### config.mk
export PLATFORM = sky130hd
export DESIGN_NAME = adc_output_format_control
export DESIGN_NICKNAME = d
export VERILOG_FILES = /design/src/rtl/out_skid_buffer.v /design/src/rtl/adc_output_format_control.v
export VERILOG_INCLUDE_DIRS = /design/src /design/src/inc
export SDC_FILE = /design/constraint.sdc
export NUM_CORES = 1
export LEC_CHECK = 0
export BUFFER_PORTS_ARGS = -buffer_cell sky130_fd_sc_hd__buf_2
export CORE_ASPECT_RATIO = 1.75
export CORE_MARGIN = 2
export CORE_UTILIZATION = 57
export CTS_CLUSTER_DIAMETER = 150
export DETAILED_ROUTE_END_ITERATION = 7
export PLACE_DENSITY = 0.82
export SLEW_MARGIN = 20
export SYNTH_ARGS = -nofsm -noshare
export SYNTH_HDL_FRONTEND = slang
export SYNTH_SLANG_ARGS = --single-unit
### constraint.sdc
create_clock -name core_clk_i -period 4.8 [get_ports core_clk_i]
set_clock_uncertainty 0.05 [all_clocks]
set_input_delay 0.96 -clock core_clk_i [delete_from_list [all_inputs] [get_ports core_clk_i]]
set_output_delay 0.96 -clock core_clk_i [all_outputs]
set_load 0.01 [all_outputs]
### src/inc/adc_fmt_defs.vh
// Register offsets, field positions and codes of the converter output formatting block.
`ifndef ADC_FMT_DEFS_VH
`define ADC_FMT_DEFS_VH

`define OUTPUT_MODE_CFG_ADDR   8'h03
`define DATA_FORMAT_CTRL_ADDR  8'h04

`define OUTPUT_MODE_CFG_RST    8'h00
`define DATA_FORMAT_CTRL_RST   8'h00

`define OM_DISABLE_BIT         2
`define OM_MODE_HI             1
`define OM_MODE_LO             0

`define DF_TEST_HI             5
`define DF_TEST_LO             3
`define DF_ABP_BIT             2
`define DF_RANDOMIZER_ENABLE_BIT            1
`define DF_TWOS_BIT            0

`define MODE_FULL_CMOS         2'h0
`define MODE_DDR_LVDS          2'h1
`define MODE_DDR_CMOS          2'h2

`define TEST_OFF               3'h0
`define TEST_ZEROS             3'h1
`define TEST_ONES              3'h3
`define TEST_CHECKER           3'h5
`define TEST_TOGGLE            3'h7

`define CHECKER_A              17'h15555
`define CHECKER_B              17'h0aaaa

`endif

### src/rtl/out_skid_buffer.v
// Two-entry buffer with valid and ready on both sides.
`timescale 1ns/100ps
module out_skid_buffer #(
    parameter WIDTH = 17
) (
    // Clock and reset.
    input  wire             core_clk_i,
    input  wire             sys_rst_i,
    // Filling side.
    input  wire             in_valid_i,
    output wire             in_ready_o,
    input  wire [WIDTH-1:0] in_data_i,
    // Draining side.
    output wire             out_valid_o,
    input  wire             out_ready_i,
    output wire [WIDTH-1:0] out_data_o
);
    reg [WIDTH-1:0] mem_reg [0:1];
    reg             wr_ptr_reg;
    reg             rd_ptr_reg;
    reg [1:0]       count_reg;

    wire push = in_valid_i && in_ready_o;
    wire pop  = out_valid_o && out_ready_i;

    assign in_ready_o  = (count_reg != 2'h2);
    assign out_valid_o = (count_reg != 2'h0);
    assign out_data_o  = mem_reg[rd_ptr_reg];

    always @(posedge core_clk_i or posedge sys_rst_i) begin
        if (sys_rst_i) begin
            wr_ptr_reg <= 1'b0;
            rd_ptr_reg <= 1'b0;
            count_reg  <= 2'h0;
        end else begin
            if (push) begin
                wr_ptr_reg <= ~wr_ptr_reg;
            end
            if (pop) begin
                rd_ptr_reg <= ~rd_ptr_reg;
            end
            if (push && !pop) begin
                count_reg <= count_reg + 2'h1;
            end else if (pop && !push) begin
                count_reg <= count_reg - 2'h1;
            end
        end
    end

    // Storage needs no reset; valid is governed by the count alone.
    always @(posedge core_clk_i) begin
        if (push) begin
            mem_reg[wr_ptr_reg] <= in_data_i;
        end
    end
endmodule // out_skid_buffer

### src/rtl/adc_output_format_control.v
// Output word formatting and its configuration registers for a 16-bit converter.
`timescale 1ns/100ps
`include "adc_fmt_defs.vh"

module adc_output_format_control #(
    parameter DATA_W = 16
) (
    // Clock and reset.
    input  wire              core_clk_i,
    input  wire              sys_rst_i,
    // Register port.
    input  wire [7:0]        cfg_addr_i,
    input  wire              cfg_wr_i,
    input  wire [7:0]        cfg_wdata_i,
    output reg  [7:0]        cfg_rdata_o,
    // Converted samples, offset binary from the core.
    input  wire              sample_valid_i,
    output wire              sample_ready_o,
    input  wire [DATA_W-1:0] sample_bits_i,
    input  wire              overflow_flag_i,
    // Output pins, enable low while driven.
    output reg  [DATA_W-1:0] sample_bits_o,
    output reg               overflow_flag_o,
    output wire [DATA_W:0]   pin_oe_n_o,
    output wire              word_valid_o,
    input  wire              word_ready_i,
    output wire [1:0]        output_mode_o
);
    // Register select codes returned by the address decode.
    localparam SEL_NONE   = 2'b00;
    localparam SEL_MODE   = 2'b01;
    localparam SEL_FORMAT = 2'b10;

    // One-hot pattern phases; reset loads phase A, and selecting a checkerboard or toggle run does not restart the phase.
    localparam PHASE_A    = 2'b01;
    localparam PHASE_B    = 2'b10;

    reg  [7:0]        output_mode_cfg_reg;
    reg  [7:0]        data_format_control_reg;
    reg  [1:0]        phase_reg;
    reg  [1:0]        phase_next;
    reg  [DATA_W:0]   word_next;

    wire              output_disable      = output_mode_cfg_reg[`OM_DISABLE_BIT];
    wire              output_mode_sel_hi  = output_mode_cfg_reg[`OM_MODE_HI];
    wire              output_mode_sel_lo  = output_mode_cfg_reg[`OM_MODE_LO];
    wire [2:0]        test_sel            = data_format_control_reg[`DF_TEST_HI:`DF_TEST_LO];
    wire              alt_bit_polarity    = data_format_control_reg[`DF_ABP_BIT];
    wire              randomizer_enable   = data_format_control_reg[`DF_RANDOMIZER_ENABLE_BIT];
    wire              twos_complement_sel = data_format_control_reg[`DF_TWOS_BIT];
    wire              phase_b             = phase_reg[1];
    wire              flip_msb;

    wire [DATA_W-1:0] coded;
    wire [DATA_W-1:0] scrambled;
    wire [DATA_W-1:0] polarised;

    wire              buf_ready;
    wire              buf_valid;
    wire [DATA_W:0]   buf_data;

    genvar            g;

    // One decode serves both the write strobe and the read multiplexer.
    function [1:0] reg_select;
        input [7:0] addr;
        begin
            case (addr)
                `OUTPUT_MODE_CFG_ADDR: begin
                    reg_select = SEL_MODE;
                end
                `DATA_FORMAT_CTRL_ADDR: begin
                    reg_select = SEL_FORMAT;
                end
                default: begin
                    reg_select = SEL_NONE;
                end
            endcase
        end
    endfunction

    // Register writes; unused bits are stored and read back but drive nothing.
    always @(posedge core_clk_i or posedge sys_rst_i) begin
        if (sys_rst_i) begin
            output_mode_cfg_reg     <= `OUTPUT_MODE_CFG_RST;
            data_format_control_reg <= `DATA_FORMAT_CTRL_RST;
        end else if (cfg_wr_i) begin
            case (reg_select(cfg_addr_i))
                SEL_MODE: begin
                    output_mode_cfg_reg <= cfg_wdata_i;
                end
                SEL_FORMAT: begin
                    data_format_control_reg <= cfg_wdata_i;
                end
                default: begin
                end
            endcase
        end
    end

    always @* begin
        case (reg_select(cfg_addr_i))
            SEL_MODE: begin
                cfg_rdata_o = output_mode_cfg_reg;
            end
            SEL_FORMAT: begin
                cfg_rdata_o = data_format_control_reg;
            end
            default: begin
                cfg_rdata_o = 8'h00;
            end
        endcase
    end

    // Code 11 is passed through as it stands; nothing in this block decodes it.
    assign output_mode_o = {output_mode_sel_hi, output_mode_sel_lo};

    // The phase advances once per word accepted into the buffer, so a stall at the
    // receiver cannot make two words of one phase appear back to back.
    always @* begin
        phase_next = phase_reg;
        if (sample_valid_i && buf_ready) begin
            case (phase_reg)
                PHASE_A: begin
                    phase_next = PHASE_B;
                end
                PHASE_B: begin
                    phase_next = PHASE_A;
                end
                default: begin
                    phase_next = PHASE_A;
                end
            endcase
        end
    end

    always @(posedge core_clk_i or posedge sys_rst_i) begin
        if (sys_rst_i) begin
            phase_reg <= PHASE_A;
        end else begin
            phase_reg <= phase_next;
        end
    end

    // Polarity mode overrides the coding select so the receiver sees offset binary.
    assign flip_msb = twos_complement_sel && !alt_bit_polarity;
    assign coded    = {sample_bits_i[DATA_W-1] ^ flip_msb, sample_bits_i[DATA_W-2:0]};

    // The least significant bit passes both stages untouched, because it is the
    // key that the receiver needs to undo the randomizer.
    assign scrambled[0] = coded[0];
    assign polarised[0] = scrambled[0];
    generate
        for (g = 1; g < DATA_W; g = g + 1) begin : g_data_bit
            assign scrambled[g] = coded[g] ^ (randomizer_enable && coded[0]);
            assign polarised[g] = scrambled[g] ^ (alt_bit_polarity && (g % 2 == 1));
        end
    endgenerate

    // Unused test codes fall back to normal data rather than a fixed word.
    always @* begin
        case (test_sel)
            `TEST_OFF: begin
                word_next = {overflow_flag_i, polarised};
            end
            `TEST_ZEROS: begin
                word_next = {(DATA_W+1){1'b0}};
            end
            `TEST_ONES: begin
                word_next = {(DATA_W+1){1'b1}};
            end
            `TEST_CHECKER: begin
                word_next = phase_b ? `CHECKER_B : `CHECKER_A;
            end
            `TEST_TOGGLE: begin
                word_next = {(DATA_W+1){phase_b}};
            end
            default: begin
                word_next = {overflow_flag_i, polarised};
            end
        endcase
    end

    out_skid_buffer #(
        .WIDTH (DATA_W+1)
    ) u_buf (
        .core_clk_i  (core_clk_i),
        .sys_rst_i   (sys_rst_i),
        .in_valid_i  (sample_valid_i),
        .in_ready_o  (buf_ready),
        .in_data_i   (word_next),
        .out_valid_o (buf_valid),
        .out_ready_i (word_ready_i),
        .out_data_o  (buf_data)
    );

    assign sample_ready_o = buf_ready;
    assign word_valid_o   = buf_valid;

    always @(posedge core_clk_i or posedge sys_rst_i) begin
        if (sys_rst_i) begin
            sample_bits_o   <= {DATA_W{1'b0}};
            overflow_flag_o <= 1'b0;
        end else if (buf_valid && word_ready_i) begin
            {overflow_flag_o, sample_bits_o} <= buf_data;
        end
    end

    // Every pin carries its own enable, all taken from the one disable bit.
    generate
        for (g = 0; g <= DATA_W; g = g + 1) begin : g_pin_oe
            assign pin_oe_n_o[g] = output_disable;
        end
    endgenerate
endmodule // adc_output_format_control

==> out/metrics.csv, run 1 <==
stage,metric,value,unit
global_routing,grt-busiest-layer,met2,
yosys,synth_compound_area_share,5.99,%
timing,setup-tns-final,0,ps
floorplanning,rows,37,
yosys,postSynthCellCount,259,
yosys,synth_area,3440,sq um
yosys,ys_top_cells_by_area,"edfxtp_1 (30%), dfrtp_1 (28%), mux2i_1 (7.6%)",
yosys,yosys.area_share.xor_xnor,8.57,%
cts,post_cts_resized,0,
timing,worst_slew_pin_slew,952,ps
floorplanning,dieHeight,107,microns
power,pwr-share-seq,52.5,%
yosys,synth-adder-area-share,1.09,%
detailed_routing,postRouteWirelength,5.92,mm
global_routing,antenna_found_initial,0,
cts,cts-root-buf,clkbuf_8,
floorplanning,core-area,5880,sq um
power,intPower,1.25,mW
yosys,synth_top_family_by_area,multiplexers,
yosys,synth_edf_count,34,
yosys,async_reset_ff_share,53.4,%
timing,slew_headroom,36.5,%
place,dp_hpwl,4.39,mm
worst_setup_path,worstPathRequired,3790,ps
timing,finalMaxSlewViolations,0,
timing,final_hold_viol_count,0,
timing,finalSetupViolations,0,
global_routing,grt_use_met3,5.35,%
global_routing,met1_usage,22.3,%
cts,cts_hold_buf,0,
global_routing,grt_max_degree,40,
yosys,syn_avg_cell_area,13.3,sq um
yosys,synth_largest_area_cell,edfxtp_1,
worst_setup_path,start_kind,input port,
cells_and_area,finalNonFillerCells,406,
power,vdd_drop_max,0.243,mV
yosys,yosys_warnings,0,
place,gp_congestion,0.742,
power,p_leak,1.78,nW
cts,numClockSinks,73,
power,p_sw_share,31.8,%
power,power_density,468,nW/um^2
global_routing,met2_usage,35.1,%
floorplanning,dieArea,6710,sq um
power,clkPwrFrac,22.5,%
cts,clkTransAtPathRegs,70,ps
global_routing,grt_pass1_vias,2120,
worst_setup_path,critPathMostFrequentCell,buf_2,
worst_setup_path,path_cells,buf_2 -> or4_4 -> nor4_4 -> inv_2 -> ha_1 -> a22oi_1 -> nor2_1 -> buf_2,
cells_and_area,fill_cells,472,
global_routing,grt_overflow,0,
yosys,yosysMostFrequentCell,dfrtp_1,
cts,clk_latency,340,ps
worst_setup_path,critPathBufInv,3,
cts,cts_tree,yes,
detailed_routing,wl_per_cell,14.6,microns
detailed_routing,drt_pre_antenna_iters,4,
cells_and_area,largest_reg_flops,34,
worst_setup_path,cp_max_fo,9,
place,dp_cells,390,
run_status,status,"complete, no violations",
global_routing,grt_usage,19.5,%
power,switchingPower,0.585,mW
yosys,yosys.area_share.simple,6.18,%
yosys,ys_seq_area_share,58.0,%
cells_and_area,area_delta_synth_final,14.1,%
yosys,synth_commonest_cells,"dfrtp_1 (38), edfxtp_1 (34), mux2i_1 (26)",
cells_and_area,drive_gt1_share,37.5,%
global_routing,grt_pass1_wl,10.0,mm
yosys,synth_seq_cells,73,
floorplanning,initial_utilization,58.6,%
worst_hold_path,hp-class,reg -> reg,
yosys,synth_top_cell_area_share,29.6,%
timing,post-route-min-period,3680,ps
place,port-buffer-count,83,
yosys,synthMuxAreaShare,13.1,%
worst_setup_path,cp_slowest_cell,or4_4,
cts,cts_setup_buffers,0,
worst_setup_path,arrival,2670,ps
power,power_frac_comb,25.0,%
floorplanning,die_w,62.8,microns
worst_setup_path,worstSetupPathType,in -> out,
detailed_routing,route.detailed.drc,0,
job,drv_cap,0,
cts,clk_path_buf_depth,2,
worst_setup_path,worstSetupEndpointType,output pin,
cts,h-tree-depth,3,
timing,grt_setup_unrepaired,false,
yosys,synth_ff_type,dfrtp_1,
floorplanning,io_pins,84,
yosys,ys_types,33,
cells_and_area,nets,364,
detailed_routing,vias_per_cell,5.04,
timing,period_share,76.6,%
yosys,synth_fp_nets,300,
detailed_routing,via_count,2045,
cells_and_area,diodes,0,
cts,numCtsBuffers,9,
worst_setup_path,critPathTopFamily,simple AND/OR/NAND/NOR gates,
detailed_routing,drt-initial-drc-count,77,
timing,clock.fmax,272,MHz
detailed_routing,final_antenna_net_count,0,
worst_setup_path,cpPeakStageDelay,550,ps
## power groups by stage
stage / Sequential [mW] / Combinational [mW] / Clock, mW
after floorplan: 0.959 / 0.326 / 0
after global placement: 0.966 / 0.448 / 0
after detailed placement: 0.983 / 0.466 / 0
after CTS: 0.970 / 0.468 / 0.421
after global routing: 0.991 / 0.521 / 0.455
final: 0.965 / 0.461 / 0.414
## final cells by class
class | count | area [sq um] | share of cell area [%]
Clock buffer | 10 | 128 | 3.25
Clock inverter | 6 | 42.5 | 1.08
Inverter | 6 | 22.5 | 0.573
Multi-Input combinational cell | 148 | 1210 | 30.8
Sequential cell | 73 | 2000 | 50.8
Tap cell | 78 | 97.6 | 2.48
Timing Repair Buffer | 85 | 430 | 11.0
## worst register-to-register path: cells and delay by family (launching register included)
family	cells	cell delay (ps)
AOI/OAI and AO/OA	1	640
DFF	1	460
xor gates and xnor gates	2	290
adders and majority gates	1	280
and+or+nand+nor	1	60
## stage by stage
| stage | hold WS, ps | total power, mW | cell area, sq um | utilization, % | worst slack, ps |
|---|---|---|---|---|---|
| 6_report | 425 | 1.84 | 3930 | 66.8 | 1120 |
| 5_1_grt | 465 | 1.97 | 3930 | 66.8 | 1000 |
| 4_1_cts | 433 | 1.86 | 3930 | 66.8 | 1110 |
| 3_5_place_dp | 416 | 1.45 | 3760 | 63.9 | 1120 |
| 3_3_place_gp | 407 | 1.41 | 3750 | 63.8 | 1180 |
| 2_1_floorplan | 411 | 1.29 | 3440 | - | 1410 |
## kinds of logic (layout without fill, tap and decap cells)
group                    Yosys count  after routing
AO/OA/AOI/OAI                     36             36
multiplexers                      43             43
adder cells (fa/ha/maj)            3              3
AND/OR/NAND/NOR                   45             45
buffers and inverters             38            107
flip-flops                        73             73
XOR/XNOR                          21             21
## routing by layer
| layer | routed length (microns) | vias to the layer above | share of wire (%) |
|---|---|---|---|
| li1 | - | 1024 | - |
| met1 | 2250 | 956 | 38 |
| met2 | 3260 | 58 | 55 |
| met3 | 334 | 7 | 5.6 |
| met4 | 85 | 0 | 1.4 |
| met5 | 0 | - | 0 |
## placed cells by master (no fill, tap or decap), drive strengths merged, types with 2 or more instances in the layout
| cell type | synthesis | final |
|---|---|---|
| dfrtp | 38 | 38 |
| clkbuf | 2 | 10 |
| mux2i | 26 | 26 |
| ha | 3 | 3 |
| xor2 | 2 | 2 |
| clkinv | 0 | 3 |
| and3 | 2 | 2 |
| xnor2 | 11 | 11 |
| o21ai | 27 | 27 |
| xnor3 | 7 | 7 |
| mux2 | 17 | 17 |
| inv | 6 | 7 |
| nand2 | 22 | 22 |
| clkinvlp | 0 | 2 |
| edfxtp | 34 | 34 |
| a22oi | 8 | 8 |
| buf | 30 | 85 |
| nor2 | 13 | 13 |
## path summary, 6_finish.rpt
path,from,to,slack [ps],cells after the start
worst max-delay path,cfg_addr_i[5],cfg_rdata_o[5],1120,8
worst min-delay path,sample_bits_o[6],sample_bits_o[6],430,2
worst max register to register,u_buf.count_reg[0],u_buf.count_reg[1],2900,5
worst min register to register,sample_bits_o[6],sample_bits_o[6],430,2
max in group asynchronous,sys_rst_i,phase_reg[0],3670,3
min in group asynchronous,sys_rst_i,u_buf.count_reg[1],670,3
Power figures use the tool's default switching activity.
==> run 2: changes to the inputs <==
ABC_AREA = 1   (was not set)
CORE_UTILIZATION = 54   (was 57)
PLACE_DENSITY = 0.78   (was 0.82)
clock period = 3.7 ns   (was 4.8 ns; I/O delays follow)
==> run 2 against run 1 <==
- clock power grew to 2.5 times the previous value
- die area grew 10%
- largest cell class unchanged
- first-iteration DRC count rose by 73%
- via count increased by 28%
- combinational power rose by 56%
- worst hold slack about the same
==> out/metrics.csv, run 2 <==
stage,metric,value,unit,change
run_status,status,"complete, no violations",,
yosys,synth_top_family_by_area,simple AND/OR/NAND/NOR gates,,
worst_setup_path,worstSetupEndpointType,output pin,,
yosys,yosys.area_share.xor_xnor,4.32,%,-4.3 points
floorplanning,dieArea,7400,sq um,+10%
yosys,async_reset_ff_share,53.4,%,unchanged
global_routing,grt_pass1_wl,11.1,mm,+11%
cts,cts_setup_buffers,0,,unchanged
timing,grt_setup_unrepaired,false,,
yosys,yosys_warnings,0,,unchanged
cts,post_cts_resized,0,,unchanged
yosys,synth_commonest_cells,"nand2_1 (98), nor2_1 (54), dfrtp_1 (38)",,
yosys,synth_top_cell_area_share,28.2,%,-1.5 points
place,gp_congestion,0.788,,+6.1%
detailed_routing,route.detailed.drc,0,,unchanged
cts,clk_path_buf_depth,2,,unchanged
worst_setup_path,cpPeakStageDelay,370,ps,-180 ps
power,power_frac_comb,24.2,%,-0.8 points
timing,whs,426,ps,+0.214 ps
power,vdd_drop_max,0.303,mV,+25%
timing,finalSetupViolations,0,,unchanged
global_routing,grt_pass1_vias,2581,,+22%
floorplanning,initial_utilization,55.8,%,-2.8 points
worst_setup_path,reg2reg_depth,7,,+2
worst_setup_path,cp_slowest_cell,ha_1,,
detailed_routing,via_count,2625,,+28%
cts,numClockSinks,73,,unchanged
power,p_leak,2.01,nW,+13%
cts,h-tree-depth,3,,unchanged
timing,period_share,74.3,%,
global_routing,grt_max_degree,40,,unchanged
timing,final_hold_viol_count,0,,unchanged
cells_and_area,fill_cells,520,,+10%
cts,clk_latency,330,ps,about the same
cells_and_area,final_common_cell,nand2_1,,
worst_setup_path,worstSetupPathType,in -> out,,
cts,cts_tree,yes,,
cells_and_area,register_area,2000,sq um,unchanged
floorplanning,dieHeight,112,microns,+5.2%
global_routing,antenna_found_initial,0,,unchanged
worst_setup_path,cp_max_fo,9,,unchanged
yosys,yosys.area_share.simple,18.5,%,+12 points
yosys,synth_ff_type,dfrtp_1,,
worst_setup_path,arrival,1960,ps,-710 ps
place,dp_hpwl,4.81,mm,+9.7%
yosys,synthMuxAreaShare,0,%,-13 points
yosys,syn_avg_cell_area,9.71,sq um,-27%
cells_and_area,diodes,0,,unchanged
timing,finalMaxSlewViolations,0,,unchanged
yosys,postSynthCellCount,373,,+44%
detailed_routing,wl_per_cell,12.6,microns,-14%
cts,cts_hold_buf,0,,unchanged
worst_hold_path,hp-class,reg -> reg,,
floorplanning,core-area,6490,sq um,+10%
yosys,synth_compound_area_share,10.5,%,+4.5 points
yosys,synth_seq_cells,73,,unchanged
timing,post-route-min-period,2750,ps,
detailed_routing,final_antenna_net_count,0,,unchanged
cts,numCtsBuffers,9,,unchanged
timing,worst_slew_pin_slew,645,ps,-307 ps
cells_and_area,finalNonFillerCells,523,,+29%
yosys,synth_edf_count,34,,unchanged
place,dp_cells,507,,+30%
yosys,ys_top_cells_by_area,"edfxtp_1 (28%), dfrtp_1 (26%), nand2_1 (10%)",,
cells_and_area,utilization,65.5,%,-1.4 points
power,clkPwrFrac,35.1,%,+13 points
floorplanning,io_pins,84,,unchanged
detailed_routing,drt_pre_antenna_iters,4,,unchanged
timing,setup-tns-final,0,ps,unchanged
floorplanning,die_w,65.9,microns,+5.0%
detailed_routing,drt-initial-drc-count,133,,+73%
worst_setup_path,start_kind,input port,,
detailed_routing,vias_per_cell,5.02,,-0.35%
cells_and_area,area_delta_synth_final,17.3,%,
worst_setup_path,worstPathRequired,2910,ps,-880 ps
power,p_sw_share,29.2,%,-2.6 points
worst_hold_path,holdPathStages,2,,unchanged
cells_and_area,drive_gt1_share,29.3,%,-8.2 points
global_routing,grt_usage,19.8,%,+0.22 points
power,intPower,2.11,mW,+68%
yosys,synth_largest_area_cell,edfxtp_1,,
yosys,ys_seq_area_share,55.2,%,-2.8 points
timing,clock.fmax,364,MHz,
yosys,synth_area,3620,sq um,+5.2%
cells_and_area,final_cell_mix,"nand2_1 (98), buf_2 (83), nor2_1 (54), dfrtp_1 (38), edfxtp_1 (34)",,
yosys,synth_fp_nets,414,,+38%
worst_setup_path,path_cells,buf_2 -> nor2_1 -> nand2_1 -> nor2_1 -> ha_1 -> nand2_1 -> a21oi_1 -> buf_2,,
cells_and_area,nets,477,,+31%
power,power_density,702,nW/um^2,+50%
cells_and_area,largest_reg_flops,34,,unchanged
cells_and_area,multi_input_area,1250,sq um,+3.0%
timing,slew_headroom,56.8,%,+20 points
power,switchingPower,0.872,mW,+49%
global_routing,grt_overflow,0,,unchanged
detailed_routing,postRouteWirelength,6.59,mm,+11%
place,port-buffer-count,83,,unchanged
job,drv_cap,0,,unchanged
floorplanning,rows,39,,+5.4%
yosys,synth-adder-area-share,1.04,%,-0.053 points
yosys,ys_types,29,,-12%
power,pwr-share-seq,40.8,%,-12 points
yosys,yosysMostFrequentCell,nand2_1,,
cts,clkTransAtPathRegs,60,ps,about the same
cts,cts-root-buf,clkbuf_16,,
-- run 2: cell types whose count changed after synthesis, moves of 12 or more --
cell | previous run | this run
nor2_1 | 13 | 54
o31ai_2 | 0 | 12
o21ai_0 | 25 | 13
mux2i_1 | 26 | 0
nand2_1 | 22 | 98
mux2_2 | 17 | 0
-- run 2: cell families after synthesis --
group	Yosys count
xor+xnor	17
compound gates	54
buf+inv	57
flops	73
simple gates	169
fa+ha+maj	3
-- run 2: area by class of cell --
cell class / instances / share of cell area [%]
sequential: 73 / 47.0
timing repair buffer: 87 / 10.5
multi-input combinational: 243 / 29.3
tap: 82 / 2.41
inverter: 22 / 2.12
clock inverter: 7 / 3.33
clock buffer: 9 / 5.30
-- run 2: path summary, 6_finish.rpt --
path,from,slack (ps),endpoint
worst max-delay path,cfg_addr_i[5],950,cfg_rdata_o[4]
worst min-delay path,sample_bits_o[10],430,sample_bits_o[10]
worst min register to register,sample_bits_o[10],430,sample_bits_o[10]
max in group asynchronous,sys_rst_i,2770,phase_reg[0]
min in group asynchronous,sys_rst_i,470,data_format_control_reg[3]
worst max register to register,u_buf.count_reg[0],2010,u_buf.count_reg[1]
-- run 2: through the flow --
| stage | worst slack (ps) | total power, mW | area, sq um |
|---|---|---|---|
| 2_1_floorplan | 1210 | 1.78 | 3620 |
| 3_3_place_gp | 1040 | 1.93 | 3880 |
| 3_5_place_dp | 936 | 1.96 | 3880 |
| 4_1_cts | 928 | 3.02 | 4250 |
| 5_1_grt | 757 | 3.16 | 4250 |
| 6_report | 952 | 2.98 | 4250 |
-- run 2: power groups by stage --
stage | registers [mW] | clock network [mW] | logic (mW)
4_1_cts | 1.22 | 1.06 | 0.735
3_3_place_gp | 1.23 | 0 | 0.708
2_1_floorplan | 1.24 | 0 | 0.540
3_5_place_dp | 1.23 | 0 | 0.727
6_report | 1.22 | 1.05 | 0.721
5_1_grt | 1.24 | 1.11 | 0.810
-- run 2: per-layer routing --
metal	share of wire, %	routed length (microns)	up-vias	track usage (%)
li1	-	-	1325	-
met1	35	2310	1198	19.1
met2	57	3770	92	35.4
met3	5.9	390	10	5.51
met4	1.9	122	0	12.5
met5	0	0	-	0
-- run 2: worst max-delay path, delay by kind of cell --
kind	cells	cell delay, ps
and+or+nand+nor	4	430
adders and majority gates	1	370
buffers and inverters	2	260
AOI/OAI and AO/OA	1	160
==> run 3: changes to the inputs <==
CORE_UTILIZATION = 49   (was 54)
PLACE_DENSITY = 0.75   (was 0.78)
clock period = 2.4 ns   (was 3.7 ns; I/O delays follow)
==> run 3 against run 2 <==
- global-route usage decreased by 1.3 points
- critical path type unchanged
- largest cell class unchanged
- clock power increased by 33%
- largest power group unchanged
- final cell count increased by 0.96%
==> out/metrics.csv, run 3 (same netlist as run 2, synthesis figures left out) <==
stage,metric,value,unit,change
detailed_routing,drt_pre_antenna_iters,5,,+1
worst_hold_path,hp-class,in -> async,,
cts,cts_hold_buf,0,,unchanged
cells_and_area,area_delta_synth_final,16.5,%,
worst_setup_path,worstReg2RegEnd,u_buf.mem_reg[1][7],,
floorplanning,dieHeight,118,microns,+4.8%
detailed_routing,wl_met2,3.76,mm,-0.27%
global_routing,grt_pass1_wl,11.1,mm,about the same
run_status,status,"complete, no violations",,
place,gp_congestion,0.781,,-0.83%
worst_setup_path,worstPathRequired,1870,ps,-1040 ps
cts,cts-root-buf,clkbuf_16,,
detailed_routing,route.detailed.drc,0,,unchanged
cells_and_area,multi_input_area,1250,sq um,+0.40%
cts,clk_latency,330,ps,about the same
place,port-buffer-count,83,,unchanged
cts,clkTransAtPathRegs,50,ps,about the same
timing,clock.fmax,453,MHz,
cells_and_area,register_area,2000,sq um,unchanged
worst_setup_path,reg2reg_depth,5,,-2
cells_and_area,drive_gt1_share,29.6,%,+0.39 points
worst_setup_path,critical_path.startpoint,cfg_addr_i[3],,
floorplanning,dieArea,8120,sq um,+9.7%
timing,post-route-min-period,2210,ps,
worst_setup_path,start_kind,input port,,
cts,numClockSinks,73,,unchanged
worst_setup_path,worstSetupEndpointType,output pin,,
cells_and_area,largest_reg_flops,34,,unchanged
job,drv_cap,0,,unchanged
worst_setup_path,cp_slowest_cell,ha_2,,
detailed_routing,top_layer,met4,,
detailed_routing,vias_per_cell,4.93,,-1.7%
global_routing,antenna_found_initial,0,,unchanged
detailed_routing,final_antenna_net_count,0,,unchanged
worst_setup_path,worstSetupPathType,in -> out,,
worst_setup_path,cp_max_fo,9,,unchanged
worst_setup_path,cp-endpoint,cfg_rdata_o[0],,
cells_and_area,utilization,58.8,%,-6.7 points
floorplanning,initial_utilization,50.4,%,-5.4 points
timing,period_share,92.0,%,
detailed_routing,postRouteWirelength,6.72,mm,+2.0%
power,power_density,1040,nW/um^2,+49%
timing,grt_setup_unrepaired,false,,
place,dpl_cell_area,3900,sq um,+0.32%
floorplanning,core-area,7180,sq um,+11%
detailed_routing,drt-initial-drc-count,152,,+14%
timing,final_hold_viol_count,0,,unchanged
detailed_routing,wl_per_cell,12.7,microns,+1.0%
cts,h-tree-depth,3,,unchanged
timing,worst_slew_pin_slew,654,ps,+8.34 ps
timing,setup-tns-final,0,ps,unchanged
cells_and_area,finalInstanceArea,4220,sq um,-0.68%
detailed_routing,wl_met3,298,microns,-24%
power,vdd_drop_max,0.410,mV,+35%
worst_setup_path,reg2reg_from,u_buf.count_reg[0],,
cells_and_area,nets,478,,+0.21%
cts,cts_setup_buffers,0,,unchanged
global_routing,grt_pass1_vias,2518,,-2.4%
worst_setup_path,path_cells,buf_2 -> nor2_1 -> nand3_1 -> nor2_1 -> ha_2 -> nand2_1 -> a21oi_1 -> buf_2,,
place,dp_hpwl,4.91,mm,+2.0%
floorplanning,rows,41,,+5.1%
timing,slew_headroom,56.4,%,-0.37 points
global_routing,grt_overflow,0,,unchanged
floorplanning,io_pins,84,,unchanged
floorplanning,die_w,69.0,microns,+4.7%
cells_and_area,final_cell_mix,"nand2_1 (98), buf_2 (83), nor2_1 (54), dfrtp_1 (38), edfxtp_1 (34)",,
power,p_leak,1.99,nW,-0.83%
worst_setup_path,cpPeakStageDelay,300,ps,-70 ps
worst_setup_path,arrival,1680,ps,-280 ps
detailed_routing,via_count,2605,,-0.76%
worst_setup_path,reg2reg_slack,790,ps,-1220 ps
cts,clk_path_buf_depth,2,,unchanged
timing,finalSetupViolations,0,,unchanged
cells_and_area,fill_cells,627,,+21%
global_routing,grt_max_degree,40,,unchanged
cells_and_area,diodes,0,,unchanged
global_routing,grt_usage,18.4,%,-1.3 points
cells_and_area,final_common_cell,nand2_1,,
cts,cts_tree,yes,,
timing,finalMaxSlewViolations,0,,unchanged
cts,numCtsBuffers,9,,unchanged
detailed_routing,wl_met1,2.52,mm,+9.1%
run 3: cell types whose count changed in the layout (fill, tap and decap cells not counted), sizes merged:
cell and delta:
clkinv +4, inv -1, clkinvlp -1, bufinv -2, buf +1
run 3: worst min-delay path by stage:
stage                                  to  cells after the start                  startpoint  slack (ps)
2_1_floorplan  data_format_control_reg[6]                      2  data_format_control_reg[6]         400
3_5_place_dp             sample_bits_o[6]                      2            sample_bits_o[6]         410
3_3_place_gp             sample_bits_o[6]                      2            sample_bits_o[6]         410
6_report               u_buf.count_reg[1]                      3                   sys_rst_i         200
5_1_grt                u_buf.count_reg[1]                      3                   sys_rst_i         260
4_1_cts                u_buf.count_reg[1]                      3                   sys_rst_i         220
run 3: area by class of cell:
type,count,area share [%]
sequential,73,47.3
clock inverter,7,2.25
tap,86,2.55
clock buffer,9,5.33
inverter,22,2.13
timing repair buffer,88,10.7
multi-input combinational,243,29.7
run 3: per-layer routing:
layer / global-route usage, % / vias up
met5: 0 / -
met4: 8.82 / 0
met3: 4.97 / 11
met2: 32.8 / 69
met1: 18.9 / 1193
li1: - / 1332
run 3: timing repair:
action | in CTS | in global routing
hold endpoints to repair | 0 | 0
setup endpoints to repair | 0 | 5
resized for setup | 0 | 2
run 3: worst max-delay path, delay by kind of cell:
family | cells | cell delay (ps)
adders and majority gates | 1 | 300
buffers and inverters | 2 | 270
AOI/OAI and AO/OA | 1 | 200
and+or+nand+nor | 4 | 420
run 3: metrics by stage:
stage / power [mW] / setup WS [ps] / hold WS (ps) / instances
after floorplan: 2.75 / 429 / 403 / 373
after CTS: 4.47 / 106 / 217 / 528
final: 4.41 / 192 / 204 / 528
after global routing: 4.68 / 30.0 / 257 / 528
after detailed placement: 3.04 / 106 / 413 / 512
after global placement: 3.00 / 198 / 411 / 512
run 3: report_power, final:
group | internal, mW | leakage, nW | total [mW] | switching, mW
Combinational | 0.448 | 1.03 | 1.13 | 0.677
Clock | 0.908 | 0.157 | 1.40 | 0.496
Sequential | 1.69 | 0.812 | 1.88 | 0.186
Total | 3.05 | 1.99 | 4.41 | 1.36
